**config.mk**
```make
export PLATFORM = sky130hd
export DESIGN_NAME = fsn_handler
export DESIGN_NICKNAME = d
export VERILOG_FILES = /design/src/fsn_pkg.sv /design/src/fsn_classify.sv /design/src/fsn_pick.sv /design/src/fsn_handler.sv
export SDC_FILE = /design/constraint.sdc
export NUM_CORES = 1
export LEC_CHECK = 0
export ABC_CLOCK_PERIOD_IN_PS = 9100
export BUFFER_PORTS_ARGS = -buffer_cell sky130_fd_sc_hd__buf_2
export CORE_ASPECT_RATIO = 1.1
export CORE_UTILIZATION = 50
export CTS_CLUSTER_DIAMETER = 40
export DETAILED_ROUTE_END_ITERATION = 7
export GPL_TIMING_DRIVEN = 0
export MAX_ROUTING_LAYER = met4
export PLACE_DENSITY = 0.77
export SYNTH_ARGS = -nofsm -noshare
export SYNTH_HDL_FRONTEND = slang
export SYNTH_SLANG_ARGS = --single-unit
export TNS_END_PERCENT = 30
```
**constraint.sdc**
```tcl
create_clock -name mclk -period 9.1 [get_ports mclk]
set_clock_uncertainty 0.2 [all_clocks]
set_input_delay 0.91 -clock mclk [delete_from_list [all_inputs] [get_ports mclk]]
set_output_delay 0.91 -clock mclk [all_outputs]
set_load 0.02 [all_outputs]
```
**src/fsn_pkg.sv**
```systemverilog
/*
  constants, types and helper functions of the special-value and nan handler
  assumes single precision operands and half precision only on conversions
*/
// Summary of operation
// - infinity is maximum biased exponent with zero fraction, 255 in single
// - compares are affine: -inf below every finite value, +inf above
// - results involving infinities are exact, never inexact
// - infinite operand raises invalid only when its use is invalid
// - overflow may deliver a signed infinity
// - maximum exponent with nonzero fraction is a nan, sign ignored
// - nan with top fraction bit set is quiet, clear is signaling
// - quiet nans pass most arithmetic without raising anything
// - signaling nan operand raises invalid
// - a signaling nan is never produced as a result
// - unmasked signaling source: signal exception, destination not written
// - quieting sets the top fraction bit, other bits kept
// - masked: set invalid flag on signaling source, deliver quiet result
// - invalid without nan sources returns the indefinite
// - snan plus qnan: legacy returns qnan, vector returns first quieted
// - two snans: legacy larger significand quieted, vector first quieted
// - two qnans: legacy larger significand, vector first unchanged
// - nan with ordinary value returns the nan, quieted if signaling
// - one-operand nan returns the operand, quieted if signaling
// - one reserved quiet indefinite encoding returned on masked invalid
// - no arithmetic on half precision, only conversions to and from single
// - single exponent 1 to 254 is normal, zero exponent zero or denormal
// - mask set gives default result, mask clear requests a handler
package fsn_pkg;

  localparam int SP_EXP_W  = 8;
  localparam int SP_FRAC_W = 23;
  localparam int SP_W      = 32;
  localparam int HP_EXP_W  = 5;
  localparam int HP_FRAC_W = 10;
  localparam int HP_W      = 16;
  localparam int SP_QBIT   = 22;
  localparam int HP_QBIT   = 9;
  localparam int HP_SHIFT  = 13;  // fraction gap between single and half
  localparam logic [31:0] SP_INDEF_DEF = 32'hffc00000;
  localparam logic [7:0]  SP_EXP_MAX   = 8'hff;
  localparam logic [4:0]  HP_EXP_MAX   = 5'h1f;

  // operation codes
  typedef enum logic [2:0] {
    FSN_OP_ADD  = 3'h0,
    FSN_OP_SUB  = 3'h1,
    FSN_OP_MUL  = 3'h3,
    FSN_OP_DIV  = 3'h2,
    FSN_OP_SQRT = 3'h6,
    FSN_OP_CMP  = 3'h7,
    FSN_OP_H2S  = 3'h5,
    FSN_OP_S2H  = 3'h4
  } fsn_op_t;

  // propagation style
  typedef enum logic {
    FSN_LEGACY = 1'b0,
    FSN_VECTOR = 1'b1
  } fsn_style_t;

  // compare outcome
  typedef enum logic [1:0] {
    FSN_EQ = 2'h0,
    FSN_LT = 2'h1,
    FSN_GT = 2'h2,
    FSN_UN = 2'h3
  } fsn_cmp_t;

  typedef struct packed {
    logic sign;
    logic zero;
    logic denorm;
    logic norm;
    logic inf;
    logic nan;
    logic snan;
  } fsn_class_t;

  typedef struct packed {
    fsn_op_t     op;
    fsn_style_t  style;
    logic        invalid_mask;
    logic        ovf;           // core overflow, ordinary operands
    logic        core_inexact;  // core rounding result
    logic [31:0] a;
    logic [31:0] b;
  } fsn_req_t;

  typedef struct packed {
    logic [31:0] result;
    logic        special;        // result decided here
    fsn_cmp_t    cmp;
    logic        invalid_flag;
    logic        trap;           // software handler request
    logic        store_suppress;
    logic        inexact;
  } fsn_rsp_t;

  // set the quiet bit, keep the rest
  function automatic logic [31:0] fsn_quiet_sp(input logic [31:0] v);
    fsn_quiet_sp = v | (32'h1 << SP_QBIT);
  endfunction : fsn_quiet_sp

  function automatic logic [15:0] fsn_quiet_hp(input logic [15:0] v);
    fsn_quiet_hp = v | (16'h1 << HP_QBIT);
  endfunction : fsn_quiet_hp

endpackage : fsn_pkg

```
**src/fsn_classify.sv**
```systemverilog
/*
  operand classifier for any binary interchange width
  assumes a plain combinational use, no clock
*/
`timescale 1ns/1ns
`default_nettype none
module fsn_classify #(
  parameter int EW = 8,
  parameter int FW = 23
) (
  input  wire logic [EW+FW:0]    value,
  output fsn_pkg::fsn_class_t    cls
);
  import fsn_pkg::*;

  logic [EW-1:0] expo;
  logic [FW-1:0] frac;
  logic          e_max;
  logic          e_zero;

  // field split and exponent extremes
  assign expo   = value[EW+FW-1:FW];
  assign frac   = value[FW-1:0];
  assign e_max  = &expo;
  assign e_zero = ~|expo;

  // class flags
  assign cls.sign   = value[EW+FW];
  assign cls.zero   = e_zero & ~|frac;
  assign cls.denorm = e_zero & |frac;
  assign cls.norm   = ~e_zero & ~e_max;
  assign cls.inf    = e_max & ~|frac;
  assign cls.nan    = e_max & |frac;
  assign cls.snan   = e_max & |frac & ~frac[FW-1];

endmodule : fsn_classify
`default_nettype wire

```
**src/fsn_pick.sv**
```systemverilog
/*
  nan propagation selector for two-source and one-source operations
  assumes at least one source is a nan when its output is used
*/
`timescale 1ns/1ns
`default_nettype none
module fsn_pick (
  input  wire logic [31:0]         a,
  input  wire logic [31:0]         b,
  input  wire fsn_pkg::fsn_class_t cls_a,
  input  wire fsn_pkg::fsn_class_t cls_b,
  input  wire fsn_pkg::fsn_style_t style,
  input  wire logic                unary,
  output logic [31:0]              pick
);
  import fsn_pkg::*;

  logic b_larger;

  // legacy tie keeps the first source
  assign b_larger = b[SP_FRAC_W-1:0] > a[SP_FRAC_W-1:0];

  // propagation choice
  always_comb begin
    if (unary || !cls_b.nan) begin
      pick = fsn_quiet_sp(a);
    end else if (!cls_a.nan) begin
      pick = fsn_quiet_sp(b);
    end else if (style == FSN_VECTOR) begin
      pick = fsn_quiet_sp(a);
    end else if (cls_a.snan != cls_b.snan) begin
      pick = cls_a.snan ? b : a;
    end else begin
      pick = fsn_quiet_sp(b_larger ? b : a);
    end
  end

endmodule : fsn_pick
`default_nettype wire

```
**src/fsn_handler.sv**
```systemverilog
/*
  special-value and nan handler: classifies operands, decides results
  involving infinities and nans, raises invalid and store-suppress
  assumes the pipeline presents one request per cycle with req_valid
*/
`timescale 1ns/1ns
`default_nettype none
module fsn_handler #(
  parameter logic [31:0] INDEF_VALUE = fsn_pkg::SP_INDEF_DEF
) (
  input  wire logic              mclk,
  input  wire logic              sys_rst,
  input  wire logic              req_valid,
  input  wire fsn_pkg::fsn_req_t req,
  output logic                   rsp_valid,
  output fsn_pkg::fsn_rsp_t      rsp
);
  import fsn_pkg::*;

  ////////////////////////////////////////////////////////////////////////////
  // classification

  fsn_class_t  cls_a;
  fsn_class_t  cls_b;
  fsn_class_t  cls_h;
  logic [31:0] pick;
  logic        unary;
  logic        cvt;
  logic        b_sign;

  assign unary  = (req.op == FSN_OP_SQRT);
  assign cvt    = (req.op == FSN_OP_H2S) || (req.op == FSN_OP_S2H);
  assign b_sign = req.b[SP_W-1] ^ (req.op == FSN_OP_SUB);

  fsn_classify #(.EW(SP_EXP_W), .FW(SP_FRAC_W)) u_cls_a (
    .value (req.a),
    .cls   (cls_a)
  );

  fsn_classify #(.EW(SP_EXP_W), .FW(SP_FRAC_W)) u_cls_b (
    .value (req.b),
    .cls   (cls_b)
  );

  // half operand only seen by conversions
  fsn_classify #(.EW(HP_EXP_W), .FW(HP_FRAC_W)) u_cls_h (
    .value (req.a[HP_W-1:0]),
    .cls   (cls_h)
  );

  fsn_pick u_pick (
    .a     (req.a),
    .b     (req.b),
    .cls_a (cls_a),
    .cls_b (cls_b),
    .style (req.style),
    .unary (unary),
    .pick  (pick)
  );

  ////////////////////////////////////////////////////////////////////////////
  // affine compare of sign-magnitude values

  function automatic fsn_cmp_t fsn_order(input logic [31:0] x, input logic [31:0] y,
                                         input logic xz, input logic yz);
    logic [30:0] mx;
    logic [30:0] my;
    mx = x[30:0];
    my = y[30:0];
    if (xz && yz) begin
      fsn_order = FSN_EQ;
    end else if (x[31] != y[31]) begin
      fsn_order = x[31] ? FSN_LT : FSN_GT;
    end else if (mx == my) begin
      fsn_order = FSN_EQ;
    end else begin
      fsn_order = ((mx > my) ^ x[31]) ? FSN_GT : FSN_LT;
    end
  endfunction : fsn_order

  ////////////////////////////////////////////////////////////////////////////
  // invalid detection

  logic nan_any;
  logic snan_any;
  logic inv_op;
  logic invalid;
  logic inf_any;

  // half arithmetic is never decoded; conversions look at one format only
  always_comb begin
    if (req.op == FSN_OP_H2S) begin
      nan_any  = cls_h.nan;
      snan_any = cls_h.snan;
      inf_any  = cls_h.inf;
    end else if (req.op == FSN_OP_S2H || unary) begin
      nan_any  = cls_a.nan;
      snan_any = cls_a.snan;
      inf_any  = cls_a.inf;
    end else begin
      nan_any  = cls_a.nan | cls_b.nan;
      snan_any = cls_a.snan | cls_b.snan;
      inf_any  = cls_a.inf | cls_b.inf;
    end
  end

  // operations made invalid by their operand values alone
  always_comb begin
    unique case (req.op)
      FSN_OP_ADD, FSN_OP_SUB: inv_op = cls_a.inf & cls_b.inf & (cls_a.sign != b_sign);
      FSN_OP_MUL:  inv_op = (cls_a.inf & cls_b.zero) | (cls_a.zero & cls_b.inf);
      FSN_OP_DIV:  inv_op = (cls_a.inf & cls_b.inf) | (cls_a.zero & cls_b.zero);
      FSN_OP_SQRT: inv_op = cls_a.sign & ~cls_a.zero;
      FSN_OP_CMP, FSN_OP_H2S, FSN_OP_S2H: inv_op = 1'b0;
    endcase
  end

  // quiet nans never raise anything
  assign invalid = snan_any | (inv_op & ~nan_any);

  ////////////////////////////////////////////////////////////////////////////
  // result selection

  logic [31:0] next_result;
  logic        next_special;
  fsn_cmp_t    next_cmp;

  always_comb begin
    next_result  = '0;
    next_special = 1'b1;
    next_cmp     = FSN_UN;
    if (req.op == FSN_OP_CMP) begin
      next_special = nan_any | inf_any;
      next_cmp     = nan_any ? FSN_UN : fsn_order(req.a, req.b, cls_a.zero, cls_b.zero);
    end else if (req.op == FSN_OP_H2S) begin
      // widen half nan or infinity, payload moved up
      next_special = nan_any | inf_any;
      next_result  = {req.a[HP_W-1], SP_EXP_MAX,
                      req.a[HP_FRAC_W-1:0], {HP_SHIFT{1'b0}}};
      if (cls_h.nan) begin
        next_result = fsn_quiet_sp(next_result);
      end
    end else if (req.op == FSN_OP_S2H) begin
      // narrow, upper payload bits kept
      next_special = nan_any | inf_any;
      next_result  = {16'h0000, fsn_quiet_hp({req.a[SP_W-1], HP_EXP_MAX,
                                             req.a[SP_FRAC_W-1:HP_SHIFT]})};
      if (cls_a.inf) begin
        next_result = {16'h0000, req.a[SP_W-1], HP_EXP_MAX, {HP_FRAC_W{1'b0}}};
      end
    end else if (nan_any) begin
      next_result = pick;
    end else if (inv_op) begin
      next_result = INDEF_VALUE;
    end else if (inf_any) begin
      unique case (req.op)
        FSN_OP_ADD, FSN_OP_SUB: begin
          next_result = cls_a.inf ? req.a : {b_sign, req.b[30:0]};
        end
        FSN_OP_MUL: begin
          next_result = {req.a[31] ^ req.b[31], SP_EXP_MAX, {SP_FRAC_W{1'b0}}};
        end
        FSN_OP_DIV: begin
          next_result = {req.a[31] ^ req.b[31],
                         cls_a.inf ? SP_EXP_MAX : 8'h00, {SP_FRAC_W{1'b0}}};
        end
        default: begin
          next_result = req.a;                   // square root of +inf
        end
      endcase
    end else if (req.ovf) begin
      next_result = {req.a[31] ^ (req.op == FSN_OP_MUL || req.op == FSN_OP_DIV ?
                     req.b[31] : 1'b0), SP_EXP_MAX, {SP_FRAC_W{1'b0}}};
    end else begin
      next_special = 1'b0;
    end
  end

  ////////////////////////////////////////////////////////////////////////////
  // response registers

  // valid stage
  always_ff @(posedge mclk) begin
    if (sys_rst) begin
      rsp_valid <= 1'b0;
    end else begin
      rsp_valid <= req_valid;
    end
  end

  // result and flags, flags only for taken requests
  always_ff @(posedge mclk) begin
    if (sys_rst) begin
      rsp <= '0;
    end else begin
      rsp.result         <= next_result;
      rsp.special        <= req_valid & next_special;
      rsp.cmp            <= next_cmp;
      rsp.invalid_flag   <= req_valid & invalid;
      rsp.trap           <= req_valid & invalid & ~req.invalid_mask;
      rsp.store_suppress <= req_valid & invalid & ~req.invalid_mask;
      rsp.inexact        <= req_valid & req.core_inexact & ~next_special;
    end
  end

  ////////////////////////////////////////////////////////////////////////////
  // checks

  logic mask_q;

  always_ff @(posedge mclk) begin
    if (sys_rst) begin
      mask_q <= 1'b0;
    end else begin
      mask_q <= req.invalid_mask;
    end
  end

  chk_special_exact: assert property (@(posedge mclk) disable iff (sys_rst)
    rsp_valid && rsp.special |-> !rsp.inexact)
    else $error("inexact raised on a special result");

  chk_snan_flag: assert property (@(posedge mclk) disable iff (sys_rst)
    req_valid && !cvt && cls_a.snan |=> rsp.invalid_flag)
    else $error("signaling operand did not raise invalid");

  chk_qnan_silent: assert property (@(posedge mclk) disable iff (sys_rst)
    req_valid && !cvt && cls_a.nan && !cls_a.snan && !cls_b.snan |=> !rsp.invalid_flag)
    else $error("quiet nan raised invalid");

  chk_no_snan_out: assert property (@(posedge mclk) disable iff (sys_rst)
    rsp_valid && rsp.special && &rsp.result[30:23] && |rsp.result[22:0]
    |-> rsp.result[SP_QBIT])
    else $error("signaling nan produced");

  chk_suppress_unmask: assert property (@(posedge mclk) disable iff (sys_rst)
    rsp_valid |-> rsp.store_suppress == (rsp.invalid_flag && !mask_q))
    else $error("store suppress does not follow unmasked invalid");

  chk_vector_first: assert property (@(posedge mclk) disable iff (sys_rst)
    req_valid && req.style == FSN_VECTOR && !cvt && req.op != FSN_OP_CMP
    && cls_a.nan && cls_b.nan |=> rsp.result == fsn_quiet_sp($past(req.a)))
    else $error("vector style did not return first source");

  chk_legacy_qnan: assert property (@(posedge mclk) disable iff (sys_rst)
    req_valid && req.style == FSN_LEGACY && req.op == FSN_OP_ADD
    && cls_a.snan && cls_b.nan && !cls_b.snan |=> rsp.result == $past(req.b))
    else $error("legacy style did not return quiet source");

  chk_inf_order: assert property (@(posedge mclk) disable iff (sys_rst)
    req_valid && req.op == FSN_OP_CMP && cls_a.inf && !cls_b.nan && !cls_b.inf
    |=> rsp.cmp == ($past(req.a[31]) ? FSN_LT : FSN_GT))
    else $error("infinity ordered wrongly");

  chk_inf_pass: assert property (@(posedge mclk) disable iff (sys_rst)
    req_valid && req.op == FSN_OP_ADD && cls_a.inf && cls_b.norm
    |=> rsp.result == $past(req.a) && !rsp.invalid_flag)
    else $error("infinity plus finite mishandled");

  chk_indef_default: assert property (@(posedge mclk) disable iff (sys_rst)
    req_valid && req.op == FSN_OP_MUL && cls_a.inf && cls_b.zero && req.invalid_mask
    |=> rsp.result == INDEF_VALUE && rsp.invalid_flag && !rsp.trap)
    else $error("masked invalid did not give indefinite");

  // unmasked signaling source must hold the destination back
  chk_unmasked_snan: assert property (@(posedge mclk) disable iff (sys_rst)
    req_valid && !cvt && (cls_a.snan || (cls_b.snan && !unary)) && !req.invalid_mask
    |=> rsp.trap && rsp.store_suppress)
    else $error("unmasked signaling operand did not trap");

  chk_masked_no_trap: assert property (@(posedge mclk) disable iff (sys_rst)
    req_valid && req.invalid_mask |=> !rsp.trap && !rsp.store_suppress)
    else $error("masked request asked for a handler");

  // quieting touches the quiet bit only
  chk_snan_quieted: assert property (@(posedge mclk) disable iff (sys_rst)
    req_valid && req.op == FSN_OP_ADD && cls_b.snan && !cls_a.nan
    |=> rsp.result[SP_QBIT] && rsp.result[SP_QBIT-1:0] == $past(req.b[SP_QBIT-1:0])
    && rsp.result[SP_W-1:SP_QBIT+1] == $past(req.b[SP_W-1:SP_QBIT+1]))
    else $error("quieted nan lost payload bits");

  chk_unary_nan: assert property (@(posedge mclk) disable iff (sys_rst)
    req_valid && req.op == FSN_OP_SQRT && cls_a.nan
    |=> rsp.special && rsp.result == fsn_quiet_sp($past(req.a)))
    else $error("one-operand nan not returned");

  chk_legacy_larger: assert property (@(posedge mclk) disable iff (sys_rst)
    req_valid && req.style == FSN_LEGACY && req.op == FSN_OP_ADD && cls_a.nan && cls_b.nan
    && !cls_a.snan && !cls_b.snan && req.b[SP_FRAC_W-1:0] > req.a[SP_FRAC_W-1:0]
    |=> rsp.result == $past(req.b))
    else $error("legacy style did not pick larger significand");

  // overflow on ordinary operands gives a signed infinity
  chk_ovf_inf: assert property (@(posedge mclk) disable iff (sys_rst)
    req_valid && req.ovf && req.op == FSN_OP_MUL && cls_a.norm && cls_b.norm
    |=> rsp.special && rsp.result[SP_W-2:SP_FRAC_W] == SP_EXP_MAX
    && rsp.result[SP_FRAC_W-1:0] == '0
    && rsp.result[SP_W-1] == ($past(req.a[SP_W-1]) ^ $past(req.b[SP_W-1])))
    else $error("overflow did not give infinity");

  chk_normal_plain: assert property (@(posedge mclk) disable iff (sys_rst)
    req_valid && req.op == FSN_OP_ADD && cls_a.norm && cls_b.norm && !req.ovf
    |=> !rsp.special && !rsp.invalid_flag)
    else $error("ordinary operands treated as special");

  chk_half_widen: assert property (@(posedge mclk) disable iff (sys_rst)
    req_valid && req.op == FSN_OP_H2S && cls_h.inf
    |=> rsp.result == {$past(req.a[HP_W-1]), SP_EXP_MAX, {SP_FRAC_W{1'b0}}})
    else $error("half infinity widened wrongly");

  // nan compares unordered whatever its sign
  chk_nan_unordered: assert property (@(posedge mclk) disable iff (sys_rst)
    req_valid && req.op == FSN_OP_CMP && (cls_a.nan || cls_b.nan) |=> rsp.cmp == FSN_UN)
    else $error("nan compare not unordered");

endmodule : fsn_handler
`default_nettype wire

```
==> impl_metrics.ini <==
[run_status]
status = complete, no violations

[sta]
worst_slew_pin_slew_ns = 1.41
finalSetupTns_ns = 0
hold_viol_final = 0
setup_violations = 0
slew_headroom_pct = 5.26
rsz0062_at_grt = false
period_needed_ns = 4.26
fmax_ghz = 0.235
period_share_pct = 46.8
slew_viol_final = 0

[global_route]
antenna_found_initial = 0
grt_pass1_vias = 4254
grt.overflow.total = 0
grt_max_degree = 14
grt_pass1_wl_mm = 20.9
grt_usage_pct = 33.6

[floorplanning]
start_util_pct = 52.8
dieArea_mm2 = 0.00838
die_x_um = 87.4
rows = 33
die_h_um = 95.9
core-area_mm2 = 0.00760
ios = 114

[critical_path]
crit_start = req[22]
critPathMaxFanout = 10
critPathSlowestCell = nor4_2
max_stage_delay_ns = 0.67
path_cells = buf_2 -> inv_1 -> ha_1 -> nand4_1 -> nor4_2 -> o31a_1 -> o31ai_1 -> a21o_1 -> clkbuf_1 -> o221a_2 -> a2111oi_1 -> nor2_1
required_ns = 9.09
endpoint = rsp[10]
arrival_ns = 4.25
start_kind = input pin
criticalPathCategory = in2reg
cp-end-kind = register

[synth]
synth_top_family_by_area = compound AO/OA/AOI/OAI gates
yosys.area.top_type = dfxtp_1
synthCells = 521
synth.mux.area_fraction_pct = 3.28
synth-seq-area-share_pct = 19.5
yosys_warnings = 0
synth_compound_area_share_pct = 28.8
synth-simple-area-share_pct = 22.3
synth_fp_nets = 650
ys_types = 61
netlist.area_leader.share_pct = 19.5
synthTopCellsByArea = dfxtp_1 (19%), ha_1 (17%), inv_1 (5.7%), a21oi_1 (5.4%), nand2_1 (3.6%)
synth_commonest_cells = inv_1 (61), ha_1 (55), a21oi_1 (43)
synth_edf_count = 0
async_flop_share_pct = 0
ys.flop_type = dfxtp_1
synth_xor_area_share_pct = 0.655
ys_ff_latch = 39
netlist_area_mm2 = 0.00401
syn_avg_cell_area_um2 = 7.69
synth_most_common_cell = inv_1
synth-adder-area-share_pct = 17.2

[pwr]
power_density_mw_per_mm2 = 100
pwr-share-clk_pct = 32.4
ir_drop_uv = 53.8
p_int_w = 0.000314
seq_power_share_pct = 37.1
p_leak_nw = 2.32
comb_power_share_pct = 30.5
switching_share_pct = 35.0
netSwitchingPower_w = 0.000169

[cts]
htree_levels = 2
cts.repair.resized = 0
numClockSinks = 39
postCtsHoldBufs = 0
tritoncts = built
clk_pin_slew_ns = 0.10
cts_buffer_depth = 2
numCtsBuffers = 5
cts_setup_buffers = 0
cts-root-buf = clkbuf_8

[final_layout]
fin_nets = 767
layout-area-overhead-vs-synth_pct = 19.8
drive_gt1_share_pct = 23.3
nFillCells = 725
final_util_pct = 63.2
n_antenna_cell = 0
fin_cells = 744
final_cell_area_mm2 = 0.00480

[run]
drv_cap = 0

[routing]
drtPass1Iterations = 5
postRouteAntennaNets = 0
via_per_inst = 6.16
vias = 4586
totalWireLength_mm = 13.6
drc_errors = 0
drt-wirelength-per-cell_um = 18.2
drt-initial-drc-count = 397

[placement]
port_buffers = 110
gp_congestion = 0.977
dp.cells = 736
place_area_mm2 = 0.00469
dp_hpwl_mm = 10.7

[worst_hold_path]
min_path_type = in2reg
[per-layer routing]
metal	part of all wire (%)	vias up	track usage [%]
met4	2.0	0	10.8
li1	-	2157	-
met1	42	2163	41.7
met5	0	-	-
met2	48	239	56.2
met3	8.1	27	4.89
[layout by cell type, fill, tap and decap left out, drive strengths merged, types with 4 or more instances in the layout]
cell       n
buf      117
inv       61
ha        55
a21oi     43
dfxtp     39
nand2     38
nor2      37
o21ai     35
clkbuf    19
nand3     18
nor4      15
nand4     14
a22o      12
mux2i     12
nor3      12
a21o      11
o221a     10
a2111oi    9
o31ai      6
a31oi      6
or3        6
and2       5
nor2b      5
or2        5
or4        4
a221o      4
a211oi     4
[power by group through the flow]
stage / clock network (W) / logic [W] / registers, W
final: 0.000156 / 0.000147 / 0.000179
after global routing: 0.000160 / 0.000162 / 0.000179
after CTS: 0.000155 / 0.000145 / 0.000179
after detailed placement: 0 / 0.000144 / 0.000183
after global placement: 0 / 0.000139 / 0.000183
after floorplan: 0 / 0.0000737 / 0.000192
[cells by family after synthesis]
| logic type | count (synthesis) |
|---|---|
| AND/OR/NAND/NOR | 168 |
| XOR/XNOR | 3 |
| multiplexers | 13 |
| flip-flops | 39 |
| adder cells (fa/ha/maj) | 55 |
| buffers and inverters | 82 |
| AO/OA/AOI/OAI | 161 |
[state kept, by name, summed over array words and instances, names as in the netlist]
| register | cells |
|---|---|
| rsp | 38 |
| rsp_valid | 1 |
[layout make-up]
class / instances / area, um^2 / area share [%]
Multi-Input combinational cell: 400 / 2900 / 60.3
Sequential cell: 39 / 781 / 16.3
Timing Repair Buffer: 110 / 551 / 11.5
Inverter: 61 / 229 / 4.77
Tap cell: 105 / 131 / 2.74
Buffer: 21 / 104 / 2.16
Clock buffer: 5 / 68.8 / 1.43
Clock inverter: 3 / 43.8 / 0.912
[worst max-delay path, delay by kind of cell]
family	cells	cell delay, ns
adder cells (fa/ha/maj)	1	0.30
AO/OA/AOI/OAI	5	1.55
buffers and inverters	3	0.50
AND/OR/NAND/NOR	3	0.97
[worst min path at each step]
| stage | from | end | cells past startpoint |
|---|---|---|---|
| floorplan | req[66] | rsp[1] | 1 |
| global placement | req[66] | rsp[1] | 2 |
| detailed placement | req[66] | rsp[1] | 2 |
| CTS | req[66] | rsp[1] | 2 |
| global route | req[66] | rsp[1] | 2 |
| finish | req[66] | rsp[1] | 2 |
[stage by stage]
stage               power [W]  hold slack (ns)  setup WS (ns)
global route         0.000501            0.562           4.77
finish               0.000482            0.555           4.84
floorplan            0.000265            0.782           5.48
CTS                  0.000478            0.557           5.03
detailed placement   0.000327            0.871           4.69
global placement     0.000321            0.876           4.70
Note: power is estimated with default switching activity, not from simulation.
